--- config.mk ---
export PLATFORM = sky130hd
export DESIGN_NAME = fsp_host
export DESIGN_NICKNAME = d
export VERILOG_FILES = /design/src/fsp_pkg.sv /design/src/fsp_addr_mask.sv /design/src/fsp_host.sv
export SDC_FILE = /design/constraint.sdc
export NUM_CORES = 1
export LEC_CHECK = 0
export ABC_AREA = 1
export BUFFER_PORTS_ARGS = -buffer_cell sky130_fd_sc_hd__buf_2
export CAP_MARGIN = 15
export CORE_UTILIZATION = 45
export CTS_CLUSTER_SIZE = 8
export DETAILED_ROUTE_END_ITERATION = 10
export PLACE_DENSITY = 0.73
export SETUP_SLACK_MARGIN = 0.15
export SLEW_MARGIN = 20
export SYNTH_ARGS = -nofsm -noshare
export SYNTH_HDL_FRONTEND = slang
export SYNTH_HIERARCHICAL = 1
export SYNTH_SLANG_ARGS = --single-unit
--- constraint.sdc ---
create_clock -name clk -period 1.8 [get_ports clk]
set_input_delay 0.27 -clock clk [delete_from_list [all_inputs] [get_ports clk]]
set_output_delay 0.27 -clock clk [all_outputs]
set_load 0.01 [all_outputs]
--- src/fsp_pkg.sv ---
// Package: pin groups, request encodings and strobe timing for the shared bus host
package fsp_pkg;

  localparam int unsigned CLK_PERIOD_NS = 4;
  // Strobe phase lengths in ns (plain defaults, no figure printed)
  localparam int unsigned SETUP_NS  = 20;
  localparam int unsigned STROBE_NS = 70;
  localparam int unsigned HOLD_NS   = 20;
  localparam int unsigned SETUP_CYC  = (SETUP_NS + CLK_PERIOD_NS - 1) / CLK_PERIOD_NS;
  localparam int unsigned STROBE_CYC = (STROBE_NS + CLK_PERIOD_NS - 1) / CLK_PERIOD_NS;
  localparam int unsigned HOLD_CYC   = (HOLD_NS + CLK_PERIOD_NS - 1) / CLK_PERIOD_NS;
  localparam int unsigned CNT_W = 8;
  localparam logic [CNT_W-1:0] SETUP_CNT  = CNT_W'(SETUP_CYC - 1);
  localparam logic [CNT_W-1:0] STROBE_CNT = CNT_W'(STROBE_CYC - 1);
  localparam logic [CNT_W-1:0] HOLD_CNT   = CNT_W'(HOLD_CYC - 1);

  // Address widths per density
  localparam int unsigned ADDR_W      = 21;
  localparam int unsigned ADDR_W_2M   = 17;
  localparam int unsigned ADDR_W_4M   = 19;
  localparam int unsigned ADDR_W_16M  = 20;
  localparam int unsigned ADDR_W_32M  = 21;
  localparam int unsigned DATA_W      = 16;

  typedef enum logic [1:0] {
    FSP_DEN_2M,
    FSP_DEN_4M,
    FSP_DEN_16M,
    FSP_DEN_32M
  } fsp_density_t;

  typedef enum logic [1:0] {
    FSP_OP_FLASH_READ,
    FSP_OP_FLASH_WRITE,
    FSP_OP_SRAM_READ,
    FSP_OP_SRAM_WRITE
  } fsp_op_t;

  typedef struct packed {
    fsp_op_t             op;
    logic [ADDR_W-1:0]   addr;
    logic [DATA_W-1:0]   wdata;
    logic [1:0]          byte_en;
  } fsp_req_t;

  typedef struct packed {
    logic [ADDR_W-1:0]   addr;
    logic [DATA_W-1:0]   dq_out;
    logic                dq_oe_n;
    logic                flash_ce_n;
    logic                flash_oe_n;
    logic                flash_we_n;
    logic                flash_reset_powerdown_n;
    logic                flash_wp_n;
    logic                sram_select_low_n;
    logic                sram_select_high;
    logic                sram_oe_n;
    logic                sram_we_n;
    logic                sram_high_byte_n;
    logic                sram_low_byte_n;
  } fsp_pins_t;

  localparam logic [ADDR_W-1:0] ADDR_ZERO = 21'h000000;
  localparam logic [DATA_W-1:0] DATA_ZERO = 16'h0000;

endpackage : fsp_pkg

--- src/fsp_addr_mask.sv ---
// Address masking by array density
`timescale 1ns/100ps
module fsp_addr_mask (
  input  wire  fsp_pkg::fsp_density_t              density,
  input  wire  logic [fsp_pkg::ADDR_W-1:0]         addr_in,
  output logic [fsp_pkg::ADDR_W-1:0]               addr_out
);
  import fsp_pkg::*;

  logic [ADDR_W-1:0] mask;

  always_comb
  begin
    unique case (density)
      FSP_DEN_2M:  mask = ADDR_W'((1 << ADDR_W_2M) - 1);
      FSP_DEN_4M:  mask = ADDR_W'((1 << ADDR_W_4M) - 1);
      FSP_DEN_16M: mask = ADDR_W'((1 << ADDR_W_16M) - 1);
      FSP_DEN_32M: mask = ADDR_W'((1 << ADDR_W_32M) - 1);
    endcase
  end

  assign addr_out = addr_in & mask;

endmodule : fsp_addr_mask

--- src/fsp_host.sv ---
// Host controller for the shared flash and SRAM parallel bus
//
// Operation
// - Only density-appropriate address lines carry address: 17, 19, 20 or 21.
// - Host puts program data on the bus in the second flash write cycle.
// - Commands travel on the 16-bit data bus with flash enable and write low.
// - Flash output enable active low; flash drives bus only then.
// - SRAM output enable active low; SRAM drives bus only then.
// - SRAM write enable and the byte lane enables together decide whether an SRAM cycle writes.
`timescale 1ns/100ps
module fsp_host (
  input  wire  logic                          clk,
  input  wire  logic                          reset,
  input  wire  fsp_pkg::fsp_density_t         density,
  input  wire  logic                          flash_reset_req,
  input  wire  logic                          lockdown_enable,
  input  wire  logic                          req_valid,
  output logic                                req_ready,
  input  wire  fsp_pkg::fsp_req_t             req,
  output logic                                rsp_valid,
  output logic [fsp_pkg::DATA_W-1:0]          rsp_data,
  output fsp_pkg::fsp_pins_t                  pins,
  input  wire  logic [fsp_pkg::DATA_W-1:0]    dq_in
);
  import fsp_pkg::*;

  typedef enum logic [1:0] {
    FSP_IDLE,
    FSP_SETUP,
    FSP_STROBE,
    FSP_HOLD
  } fsp_state_t;

  typedef struct packed {
    fsp_state_t          state;
    logic [CNT_W-1:0]    cnt;
    fsp_op_t             op;
    logic [1:0]          byte_en;
    fsp_pins_t           pins;
    logic                rsp_valid;
    logic [DATA_W-1:0]   rsp_data;
  } fsp_host_state_t;

  localparam fsp_pins_t PINS_IDLE = '{
    addr:                    ADDR_ZERO,
    dq_out:                  DATA_ZERO,
    dq_oe_n:                 1'b1,
    flash_ce_n:              1'b1,
    flash_oe_n:              1'b1,
    flash_we_n:              1'b1,
    flash_reset_powerdown_n: 1'b0,
    flash_wp_n:              1'b0,
    sram_select_low_n:       1'b1,
    sram_select_high:        1'b0,
    sram_oe_n:               1'b1,
    sram_we_n:               1'b1,
    sram_high_byte_n:        1'b1,
    sram_low_byte_n:         1'b1
  };

  localparam fsp_host_state_t ST_RESET = '{
    state:     FSP_IDLE,
    cnt:       '0,
    op:        FSP_OP_FLASH_READ,
    byte_en:   2'h0,
    pins:      PINS_IDLE,
    rsp_valid: 1'b0,
    rsp_data:  DATA_ZERO
  };

  fsp_host_state_t   st;
  fsp_host_state_t   next_st;
  logic [ADDR_W-1:0] masked_addr;
  logic              is_flash;
  logic              is_write;

  fsp_addr_mask u_mask (
    .density  (density),
    .addr_in  (req.addr),
    .addr_out (masked_addr)
  );

  assign is_flash  = (req.op == FSP_OP_FLASH_READ) || (req.op == FSP_OP_FLASH_WRITE);
  assign is_write  = (req.op == FSP_OP_FLASH_WRITE) || (req.op == FSP_OP_SRAM_WRITE);
  assign req_ready = (st.state == FSP_IDLE) && !flash_reset_req;
  assign rsp_valid = st.rsp_valid;
  assign rsp_data  = st.rsp_data;
  assign pins      = st.pins;

  ////////////////////////////////////////////////////////////////////////////
  always_comb
  begin
    next_st           = st;
    next_st.rsp_valid = 1'b0;
    next_st.pins.flash_reset_powerdown_n = !flash_reset_req;
    next_st.pins.flash_wp_n              = !lockdown_enable;
    unique case (st.state)
      FSP_IDLE:
      begin
        if (req_valid && req_ready)
        begin
          next_st.state        = FSP_SETUP;
          next_st.cnt          = SETUP_CNT;
          next_st.op           = req.op;
          next_st.byte_en      = req.byte_en;
          next_st.pins.addr    = masked_addr;
          next_st.pins.dq_out  = req.wdata;
          next_st.pins.dq_oe_n = !is_write;
          next_st.pins.flash_ce_n        = !is_flash;
          next_st.pins.sram_select_low_n = is_flash;
          next_st.pins.sram_select_high  = !is_flash;
          next_st.pins.sram_high_byte_n  = is_flash || !req.byte_en[1];
          next_st.pins.sram_low_byte_n   = is_flash || !req.byte_en[0];
        end
      end
      FSP_SETUP:
      begin
        if (st.cnt != '0)
          next_st.cnt = st.cnt - 1'b1;
        else
        begin
          next_st.state = FSP_STROBE;
          next_st.cnt   = STROBE_CNT;
          // Only one output enable per cycle
          unique case (st.op)
            FSP_OP_FLASH_READ:  next_st.pins.flash_oe_n = 1'b0;
            FSP_OP_FLASH_WRITE: next_st.pins.flash_we_n = 1'b0;
            FSP_OP_SRAM_READ:   next_st.pins.sram_oe_n  = 1'b0;
            FSP_OP_SRAM_WRITE:  next_st.pins.sram_we_n  = 1'b0;
          endcase
        end
      end
      FSP_STROBE:
      begin
        if (st.cnt != '0)
          next_st.cnt = st.cnt - 1'b1;
        else
        begin
          next_st.state = FSP_HOLD;
          next_st.cnt   = HOLD_CNT;
          if (!st.pins.flash_oe_n || !st.pins.sram_oe_n)
          begin
            next_st.rsp_valid = 1'b1;
            next_st.rsp_data  = dq_in;
          end
          // Rising write edge latches address and data in the die
          next_st.pins.flash_oe_n = 1'b1;
          next_st.pins.sram_oe_n  = 1'b1;
          next_st.pins.flash_we_n = 1'b1;
          next_st.pins.sram_we_n  = 1'b1;
        end
      end
      FSP_HOLD:
      begin
        if (st.cnt != '0)
          next_st.cnt = st.cnt - 1'b1;
        else
        begin
          // Bus, die selects and byte lanes released; address lines keep their value
          next_st.state = FSP_IDLE;
          next_st.pins.dq_oe_n           = 1'b1;
          next_st.pins.flash_ce_n        = 1'b1;
          next_st.pins.sram_select_low_n = 1'b1;
          next_st.pins.sram_select_high  = 1'b0;
          next_st.pins.sram_high_byte_n  = 1'b1;
          next_st.pins.sram_low_byte_n   = 1'b1;
        end
      end
    endcase
  end

  always_ff @(posedge clk)
  begin
    if (reset)
      st <= ST_RESET;
    else
      st <= next_st;
  end

  ////////////////////////////////////////////////////////////////////////////
  a_oe_exclusive: assert property (@(posedge clk) disable iff (reset)
    !(!st.pins.flash_oe_n && !st.pins.sram_oe_n))
    else $error("both output enables low");

  a_no_drive_read: assert property (@(posedge clk) disable iff (reset)
    (!st.pins.flash_oe_n || !st.pins.sram_oe_n) |-> st.pins.dq_oe_n)
    else $error("host drives bus during read");

  a_flash_we_sel: assert property (@(posedge clk) disable iff (reset)
    !st.pins.flash_we_n |-> (!st.pins.flash_ce_n && !st.pins.dq_oe_n))
    else $error("flash write without select or data");

  a_sram_sel_pair: assert property (@(posedge clk) disable iff (reset)
    st.pins.sram_select_high == !st.pins.sram_select_low_n)
    else $error("sram selects disagree");

  a_one_die: assert property (@(posedge clk) disable iff (reset)
    !st.pins.flash_ce_n |-> !st.pins.sram_select_high)
    else $error("both dies selected");

  a_sram_we_sel: assert property (@(posedge clk) disable iff (reset)
    !st.pins.sram_we_n |-> (st.pins.sram_select_high && !st.pins.dq_oe_n))
    else $error("sram write without select");

  a_we_width: assert property (@(posedge clk) disable iff (reset)
    $fell(st.pins.flash_we_n) |-> !st.pins.flash_we_n [*8])
    else $error("flash write pulse too short");

  a_read_rsp: assert property (@(posedge clk) disable iff (reset)
    ($rose(st.pins.flash_oe_n) || $rose(st.pins.sram_oe_n)) |-> st.rsp_valid)
    else $error("read without response");

  a_reset_pin: assert property (@(posedge clk) disable iff (reset)
    flash_reset_req |=> !st.pins.flash_reset_powerdown_n)
    else $error("flash reset pin not low");

  a_wp_pin: assert property (@(posedge clk) disable iff (reset)
    lockdown_enable |=> !st.pins.flash_wp_n)
    else $error("write protect not low");

  a_byte_gate: assert property (@(posedge clk) disable iff (reset)
    !st.pins.flash_ce_n |-> (st.pins.sram_high_byte_n && st.pins.sram_low_byte_n))
    else $error("byte enables on flash cycle");

endmodule : fsp_host

After elaboration in Yosys (flattened, before gate mapping)
Index checks and enable logic that the tools add are counted.

word-level totals
  word-level logic and storage cells = 99
  input bits = 64
  output and inout port bits = 67
  bits in registers = 80

cells by class
  $add $sub $neg = 1
  mux-type cells = 23
  reductions and logical operators = 32
  eq/ne operators = 20
  bitwise operators = 3

operators by type and width
  kind                   count
  $pmux W21 S4           1
  $mux W53               1
  $pmux W10 S4           1
  $mux W8                3
  $and A21 B21 Y21       1
  $pmux W2 S2            5
  $reduce_and A4 Y1      5
  $mux W17               1
  $eq A2 B2 Y1 const B   7
  $mux W2                7
  $ne A2 B1 Y1 const B   5
  $eq A2 B1 Y1 const B   4
  $logic_not A1 Y1       8
  $logic_not A2 Y1       4
  $ne A2 B2 Y1 const B   4
  $reduce_bool A8 Y1     1
  $sub A8 B1 Y8 const B  1
  $reduce_and A3 Y1      2
  $logic_or A1 B1 Y1     5
  $mux W1                4
  $reduce_and A2 Y1      2
  $reduce_bool A2 Y1     2
  $reduce_or A3 Y1       1
  $logic_and A1 B1 Y1    2
  $not A1 Y1             2

Logic depth before layout (Yosys ltp)
Gate-level depths: netlist of run 1.

  depth in word-level cells = 5
  gate-level depth with buffers = 11
  gate-level depth less buffers = 11

By module
The synthesis of run 1 kept the hierarchy.

modules (own cells, without submodules)
  module         instances  cells each  area an instance (µm²)  sequential area each (µm²)
  fsp_host       1          498         3,703.6                 1,561.5
  fsp_addr_mask  1          27          165.2                   0.0

Worst setup path before layout of run 1
OpenSTA, ideal clock, no wires.

  path kind = flip-flop to flip-flop
  from = register st[78] (netlist bit)
  to = register st[78] (netlist bit)
  arrival = 1.441 ns
  clock period less this slack = 1.553 ns
  path buffers = 1
  setup time = 0.113 ns
  slack = 0.247 ns
  data required time = 1.687 ns
  stages on the path, launching flop included = 11
  cells stage by stage = dfxtp_1 inv_1 ha_1 inv_2 nor2_4 nand2_4 nand2_4 buf_6 nand3_2 nor2_1 nor2_1

between the ends
  cells in the longest elaborated chain, start to end = 5
  elaborated cells on any way between the ends = 12
  classes of those cells = eq/ne (7); mux (1); reduce/logical (4)

ends and longest elaborated chain
  what                                line             text
  from (decl)                         fsp_host.sv:71   fsp_host_state_t st;
  from (signal assigned)              fsp_host.sv:177  st <= next_st;
  $logic_not A2 Y1                    fsp_host.sv:85   assign req_ready = (st.state == FSP_IDLE) && !flash_reset_req;
  $logic_and A1 B1 Y1                 fsp_host.sv:85
  via req_ready                       fsp_host.sv:18   output logic req_ready,
  $logic_and A1 B1 Y1                 fsp_host.sv:100  if (req_valid && req_ready)
  $ne A2 B1 Y1 (no source line)       -
  $reduce_and A4 Y1 (no source line)  -

The timed path passes the listed nets, and every way through them passes these cells.
A chain may end at the register's enable or synchronous reset.

Final worst setup path of run 1
  from = register st[78] (netlist bit)
  to = output port req_ready

between the ends
  cells in the longest elaborated chain, start to end = 2

ends and longest elaborated chain
  what                 line
  $logic_not A2 Y1     fsp_host.sv:85
  $logic_and A1 B1 Y1  fsp_host.sv:85
  to (decl)            fsp_host.sv:18

Every way passes these cells.

==> results.sh, run 1 <==
export IMPL_outcome="finished, final reports clean"
export IMPL_rsz0062_at_grt="yes"
export IMPL_io_buffer_count=130
export IMPL_place_area_um2=4020
export IMPL_insertedDiodeCount=0
export IMPL_area_delta_synth_final_pct=11.7
export IMPL_syn_inst=525
export IMPL_vdd_drop_max_uv=583
export IMPL_fp_dieW_um=94.7
export IMPL_holdPathStages=2
export IMPL_grt_usage_pct=17.7
export IMPL_clkTransAtPathRegs_ns=0.08
export IMPL_worst_setup_path_start_kind="flop"
export IMPL_htree_levels=3
export IMPL_hp_start="lockdown_enable"
export IMPL_gp_congestion=0.830
export IMPL_min_delay_path_class="in -> reg"
export IMPL_final_max_slew_viol_count=0
export IMPL_yosys_warnings=6
export IMPL_setup_viol=0
export IMPL_criticalPathCategory="reg -> out"
export IMPL_slew_limit_headroom_pct=67.8
export IMPL_grt_pass1_vias=2898
export IMPL_timing_rr_end="st[73]"
export IMPL_fp_dieH_um=94.7
export IMPL_synth_nets=595
export IMPL_power_density_nw_per_um2=1490
export IMPL_grt_pass1_wl_um=12500
export IMPL_final_antenna_net_count=0
export IMPL_crit_slowest_cell="dfxtp_1"
export IMPL_drive_above_1_share_pct=30.1
export IMPL_fin_nets=644
export IMPL_cts_sinks=78
export IMPL_clock_latency_ns=0.35
export IMPL_hold_viol_final=0
export IMPL_avgRoutedWirePerCell_um=11.7
export IMPL_clockRootBuffer="clkbuf_8"
export IMPL_cts_tree="built"
export IMPL_grt_antenna_before_repair=0
export IMPL_fin_cells=684
export IMPL_fin_crit_sh_pct=89.2
export IMPL_path_cells="inv_1 -> ha_1 -> inv_2 -> nor2_4 -> buf_2"
export IMPL_dr_total_vias=3242
export IMPL_start_util_pct=46.8
export IMPL_pin_count=131
export IMPL_multi_input_area_um2=1460
export IMPL_ys_types=27
export IMPL_hold_slack_ns=0.0578
export IMPL_dp_cells=666
export IMPL_regArea_um2=1560
export IMPL_rr_worst_depth=11
export IMPL_skew_ns=0.0106
export IMPL_worstMarginPinSlew_ns=0.483
export IMPL_cts_buffer_depth=2
export IMPL_viasPerCell=4.74
export IMPL_drtIter0Drc=113
export IMPL_fp_dieArea_um2=8970
export IMPL_cp_max_fo=3
export IMPL_critPathMaxStageDelay_ns=0.33
export IMPL_drc=0
export IMPL_r2r_start="st[78]"
export IMPL_syn_area_um2=3870
export IMPL_wirelength_um=8030
export IMPL_grt_overflow=0
export IMPL_final_area_um2=4320
export IMPL_max_freq_mhz=623
export IMPL_tns_ns=0
export IMPL_cp_end_kind="output pin"
export IMPL_hpwl_um=5700
export IMPL_cap_violations=0
export IMPL_layout_setup_ws_ns=0.195
export IMPL_syn_avg_cell_area_um2=7.37
export IMPL_cts_hold_buffers=0
export IMPL_core_um2=8260
export IMPL_cp_arrival_ns=1.34
export IMPL_fin_crit_ns=1.61
export IMPL_grt_max_degree=47
export IMPL_nFillCells=814
export IMPL_holdPathEnd="pins[6]"
export IMPL_drt_pass1_iterations=4
export IMPL_leakage_nw=2.05
export IMPL_cts_buffers=9
export IMPL_yosysSeqAreaShare_pct=40.4
export IMPL_rows=33
export IMPL_ys_seq_elements=78
export IMPL_place_ws_ns=0.159
export IMPL_crit_required_ns=1.53
export IMPL_r2r_slack_ns=0.24
==> sequential cells by signal (all words and copies together) (netlist names) <==
signal,cells
rsp_valid,1
rsp_data,16
st,12
pins,49
==> cell families after synthesis <==
family / share of synthesized area (%)
AOI/OAI and AO/OA: 13.0
DFF: 40.4
buffers and inverters: 23.1
xor gates and xnor gates: 0.226
adders and majority gates: 1.94
and+or+nand+nor: 21.3
==> stage by stage <==
stage | util (%) | power, mW
CTS | 51.2 | 6.25
global route | 52.3 | 6.95
finish | 52.3 | 6.45
floorplan | - | 4.45
detailed placement | 48.7 | 4.89
global placement | 48.7 | 4.82
==> worst max-delay path by stage <==
stage / start / to / slack (ns) / cells past startpoint
floorplan: st[78] / st[78] / 0.25 / 10
global placement: st[78] / st[73] / 0.22 / 10
detailed placement: st[79] / pins[35] / 0.16 / 9
CTS: st[78] / st[73] / 0.16 / 10
global route: st[70] / pins[4] / 0.11 / 9
finish: st[78] / req_ready / 0.19 / 5
==> routing by layer <==
| layer | GRT usage, % | part of all wire (%) | vias up |
|---|---|---|---|
| met3 | 6.04 | 7.1 | 11 |
| li1 | - | - | 1686 |
| met2 | 29.2 | 47 | 102 |
| met4 | 6.82 | 1.2 | 0 |
| met1 | 21.1 | 45 | 1443 |
| met5 | 0 | 0 | - |
==> area by class of cell <==
class / instances / share of cell area [%]
repair buffers: 140 / 18.0
flip-flops and latches: 78 / 36.1
multi-input cells: 298 / 33.8
well taps: 105 / 3.04
inverters: 47 / 4.26
clock buffers: 9 / 2.87
clock inverters: 7 / 1.85
==> worst max-delay path: cells and delay by family (launching register included) <==
kind / cells / cell delay [ns]
buf+inv: 3 / 0.33
simple gates: 1 / 0.14
flops: 1 / 0.33
fa+ha+maj: 1 / 0.19
==> cells in the final DEF, fill, tap and decap left out, types with 9 or more instances in the layout <==
cell      instances
o21ai_0          21
inv_1            44
dfxtp_1          78
nor2_1           27
nand4_1           9
buf_2           130
nand3_1          15
nand2_1         127
a21oi_1          65
clkbuf_8          9
==> timing repair <==
action / CTS / global route
gates resized for setup: 2 / 17
pin swaps: 0 / 2
buffers inserted: 0 / 1
gates cloned: 0 / 1
endpoints found under the setup margin: 3 / 65
==> cell usage after synthesis <==
cell type	count	area, um2
nand3_1	16	80.1
ha_1	6	75.1
inv_1	44	165
o21ai_0	25	125
o211ai_1	4	30.0
o2111ai_1	1	8.76
nand4_1	9	56.3
dfxtp_1	78	1560
nor3_1	1	5.00
clkinv_1	1	3.75
nand2_4	2	22.5
buf_2	3	15.0
nor2_4	2	22.5
buf_4	82	616
xor2_1	1	8.76
nor2_1	27	101
nand2_1	129	484
buf_1	1	3.75
o31ai_1	2	15.0
a21oi_1	65	325
nor2_2	1	6.26
buf_6	3	33.8
clkbuf_1	13	48.8
nand2_2	4	25.0
nand3_2	1	10.0
inv_2	2	7.51
or2_2	2	12.5
==> where the power goes <==
group / leakage, nW / total (mW) / switching, mW / internal (mW)
Clock: 0.102 / 1.33 / 0.669 / 0.659
Combinational: 1.31 / 2.91 / 1.82 / 1.09
Sequential: 0.636 / 2.21 / 0.185 / 2.03
Note: power is estimated with default switching activity, not from simulation.
==> run 2: changes to the inputs <==
Settings changed: ABC_CLOCK_PERIOD_IN_PS set to 1800, CAP_MARGIN 15 to 20, REMOVE_ABC_BUFFERS set to 1.
==> run 2 against run 1 <==
Compared with the run above:
- core utilization about the same
- combinational power about the same
- final cell count up 0.29%
- first-iteration DRC count up 19%
- clock power up 9.8%
- final area about the same
==> results.sh, run 2 (synthesized netlist as in run 1, its figures left out) <==
export IMPL_outcome="finished, final reports clean"
export IMPL_drtIter0Drc=134
export IMPL_leakage_nw=2.06
export IMPL_worst_setup_path_start_kind="flop"
export IMPL_fin_nets=646
export IMPL_cts_hold_buffers=0
export IMPL_fp_dieArea_um2=8970
export IMPL_cp_max_fo=6
export IMPL_grt_usage_pct=18.1
export IMPL_dr_total_vias=3256
export IMPL_rsz0062_at_grt="yes"
export IMPL_hold_viol_final=0
export IMPL_place_ws_ns=0.144
export IMPL_critPathMaxStageDelay_ns=0.34
export IMPL_drt_pass1_iterations=5
export IMPL_drive_above_1_share_pct=31.0
export IMPL_path_delay_family="flip-flops"
export IMPL_crit_buf_inv=3
export IMPL_grt_pass1_vias=2908
export IMPL_crit_slowest_cell="dfxtp_2"
export IMPL_slew_limit_headroom_pct=75.3
export IMPL_pin_count=131
export IMPL_viasPerCell=4.75
export IMPL_clock_latency_ns=0.35
export IMPL_layout_setup_ws_ns=0.230
export IMPL_fin_crit_ns=1.57
export IMPL_min_delay_path_class="in -> reg"
export IMPL_fin_crit_sh_pct=87.2
export IMPL_cts_sinks=78
export IMPL_worstMarginPinSlew_ns=0.371
export IMPL_cts_buffer_depth=2
export IMPL_hold_slack_ns=0.0631
export IMPL_cts_buffers=9
export IMPL_layout_common_cells="buf_2 (130), nand2_1 (126), dfxtp_1 (77), a21oi_1 (65), inv_1 (42)"
export IMPL_cap_violations=0
export IMPL_skew_ns=0.00947
export IMPL_hpwl_um=5930
export IMPL_setup_viol=0
export IMPL_wirelength_um=8100
export IMPL_gp_congestion=0.826
export IMPL_grt_pass1_wl_um=12700
export IMPL_vdd_drop_max_uv=655
export IMPL_criticalPathCategory="reg -> out"
export IMPL_clkTransAtPathRegs_ns=0.08
export IMPL_final_antenna_net_count=0
export IMPL_crit_required_ns=1.53
export IMPL_cts_tree="built"
export IMPL_path_cells="inv_1 -> ha_2 -> inv_2 -> nor2_4 -> buf_2"
export IMPL_io_buffer_count=130
export IMPL_core_um2=8260
export IMPL_grt_max_degree=38
export IMPL_cp_end_kind="output pin"
export IMPL_grt_antenna_before_repair=0
export IMPL_avgRoutedWirePerCell_um=11.8
export IMPL_final_max_slew_viol_count=0
export IMPL_final_common_cell="buf_2"
export IMPL_insertedDiodeCount=0
export IMPL_grt_overflow=0
export IMPL_area_delta_synth_final_pct=11.6
export IMPL_rows=33
export IMPL_start_util_pct=46.8
export IMPL_fp_dieH_um=94.7
export IMPL_power_density_nw_per_um2=1520
export IMPL_drc=0
export IMPL_largest_reg_flops=49
export IMPL_max_freq_mhz=637
export IMPL_fp_dieW_um=94.7
export IMPL_cp_arrival_ns=1.30
export IMPL_clockRootBuffer="clkbuf_8"
export IMPL_htree_levels=3
run 2: changes by cell type in the layout (fill, tap and decap cells not counted), moves of 2 or more:
cell	delta
inv_1	-2
nand2_2	+2
inv_8	-2
buf_4	+4
inv_2	+2
nand3_2	+2
o21ai_1	-4
o21ai_0	+4
run 2: final timing paths:
kind / end / slack, ns / startpoint / cells past startpoint
worst max-delay path: req_ready / 0.23 / st[79] / 5
worst min-delay path: pins[6] / 0.06 / lockdown_enable / 2
worst max register to register: pins[45] / 0.27 / st[78] / 8
worst min register to register: rsp_data[2] / 0.44 / rsp_data[2] / 2
run 2: area by class of cell:
class | count | area [um2]
Multi-Input combinational cell | 298 | 1450
Clock inverter | 6 | 93.8
Tap cell | 105 | 131
Sequential cell | 78 | 1560
Clock buffer | 10 | 128
Inverter | 47 | 181
Timing Repair Buffer | 142 | 773
Fill cell | 796 | 3940
run 2: what timing repair did:
item | in CTS | in global routing
pin swaps | 0 | 2
buffers inserted | 0 | 4
endpoints found under the setup margin | 4 | 69
resized for setup | 1 | 14
run 2: report_power, final:
part           leakage [nW]  switching [mW]  total [mW]  internal [mW]
combinational          1.31            1.80        2.90           1.10
clock                 0.107           0.663        1.46          0.794
sequential            0.636           0.181        2.21           2.03
run 2: routing by layer:
metal	global-route usage, %	vias to the layer above	routed length [um]
met3	6.20	20	578
met1	21.1	1445	3370
met4	7.70	0	179
met2	30.3	106	3980
met5	0	-	0
li1	-	1685	-
run 2: metrics by stage:
step	cell area (um2)	TNS (ns)	util, %	power (mW)	instances
after global routing	4320	0	52.3	7.06	686
after detailed placement	4020	0	48.7	4.88	666
after CTS	4240	0	51.4	6.35	682
after global placement	4020	0	48.7	4.80	666
final	4320	0	52.3	6.57	686
after floorplan	3150	-1.14	-	4.05	423
run 2: worst reg2reg max path, delay by kind of cell, from the launching register on:
kind / cells / cell delay, ns
AO/OA/AOI/OAI: 1 / 0.16
buffers and inverters: 3 / 0.45
adder cells (fa/ha/maj): 1 / 0.19
flip-flops: 1 / 0.36
AND/OR/NAND/NOR: 3 / 0.29
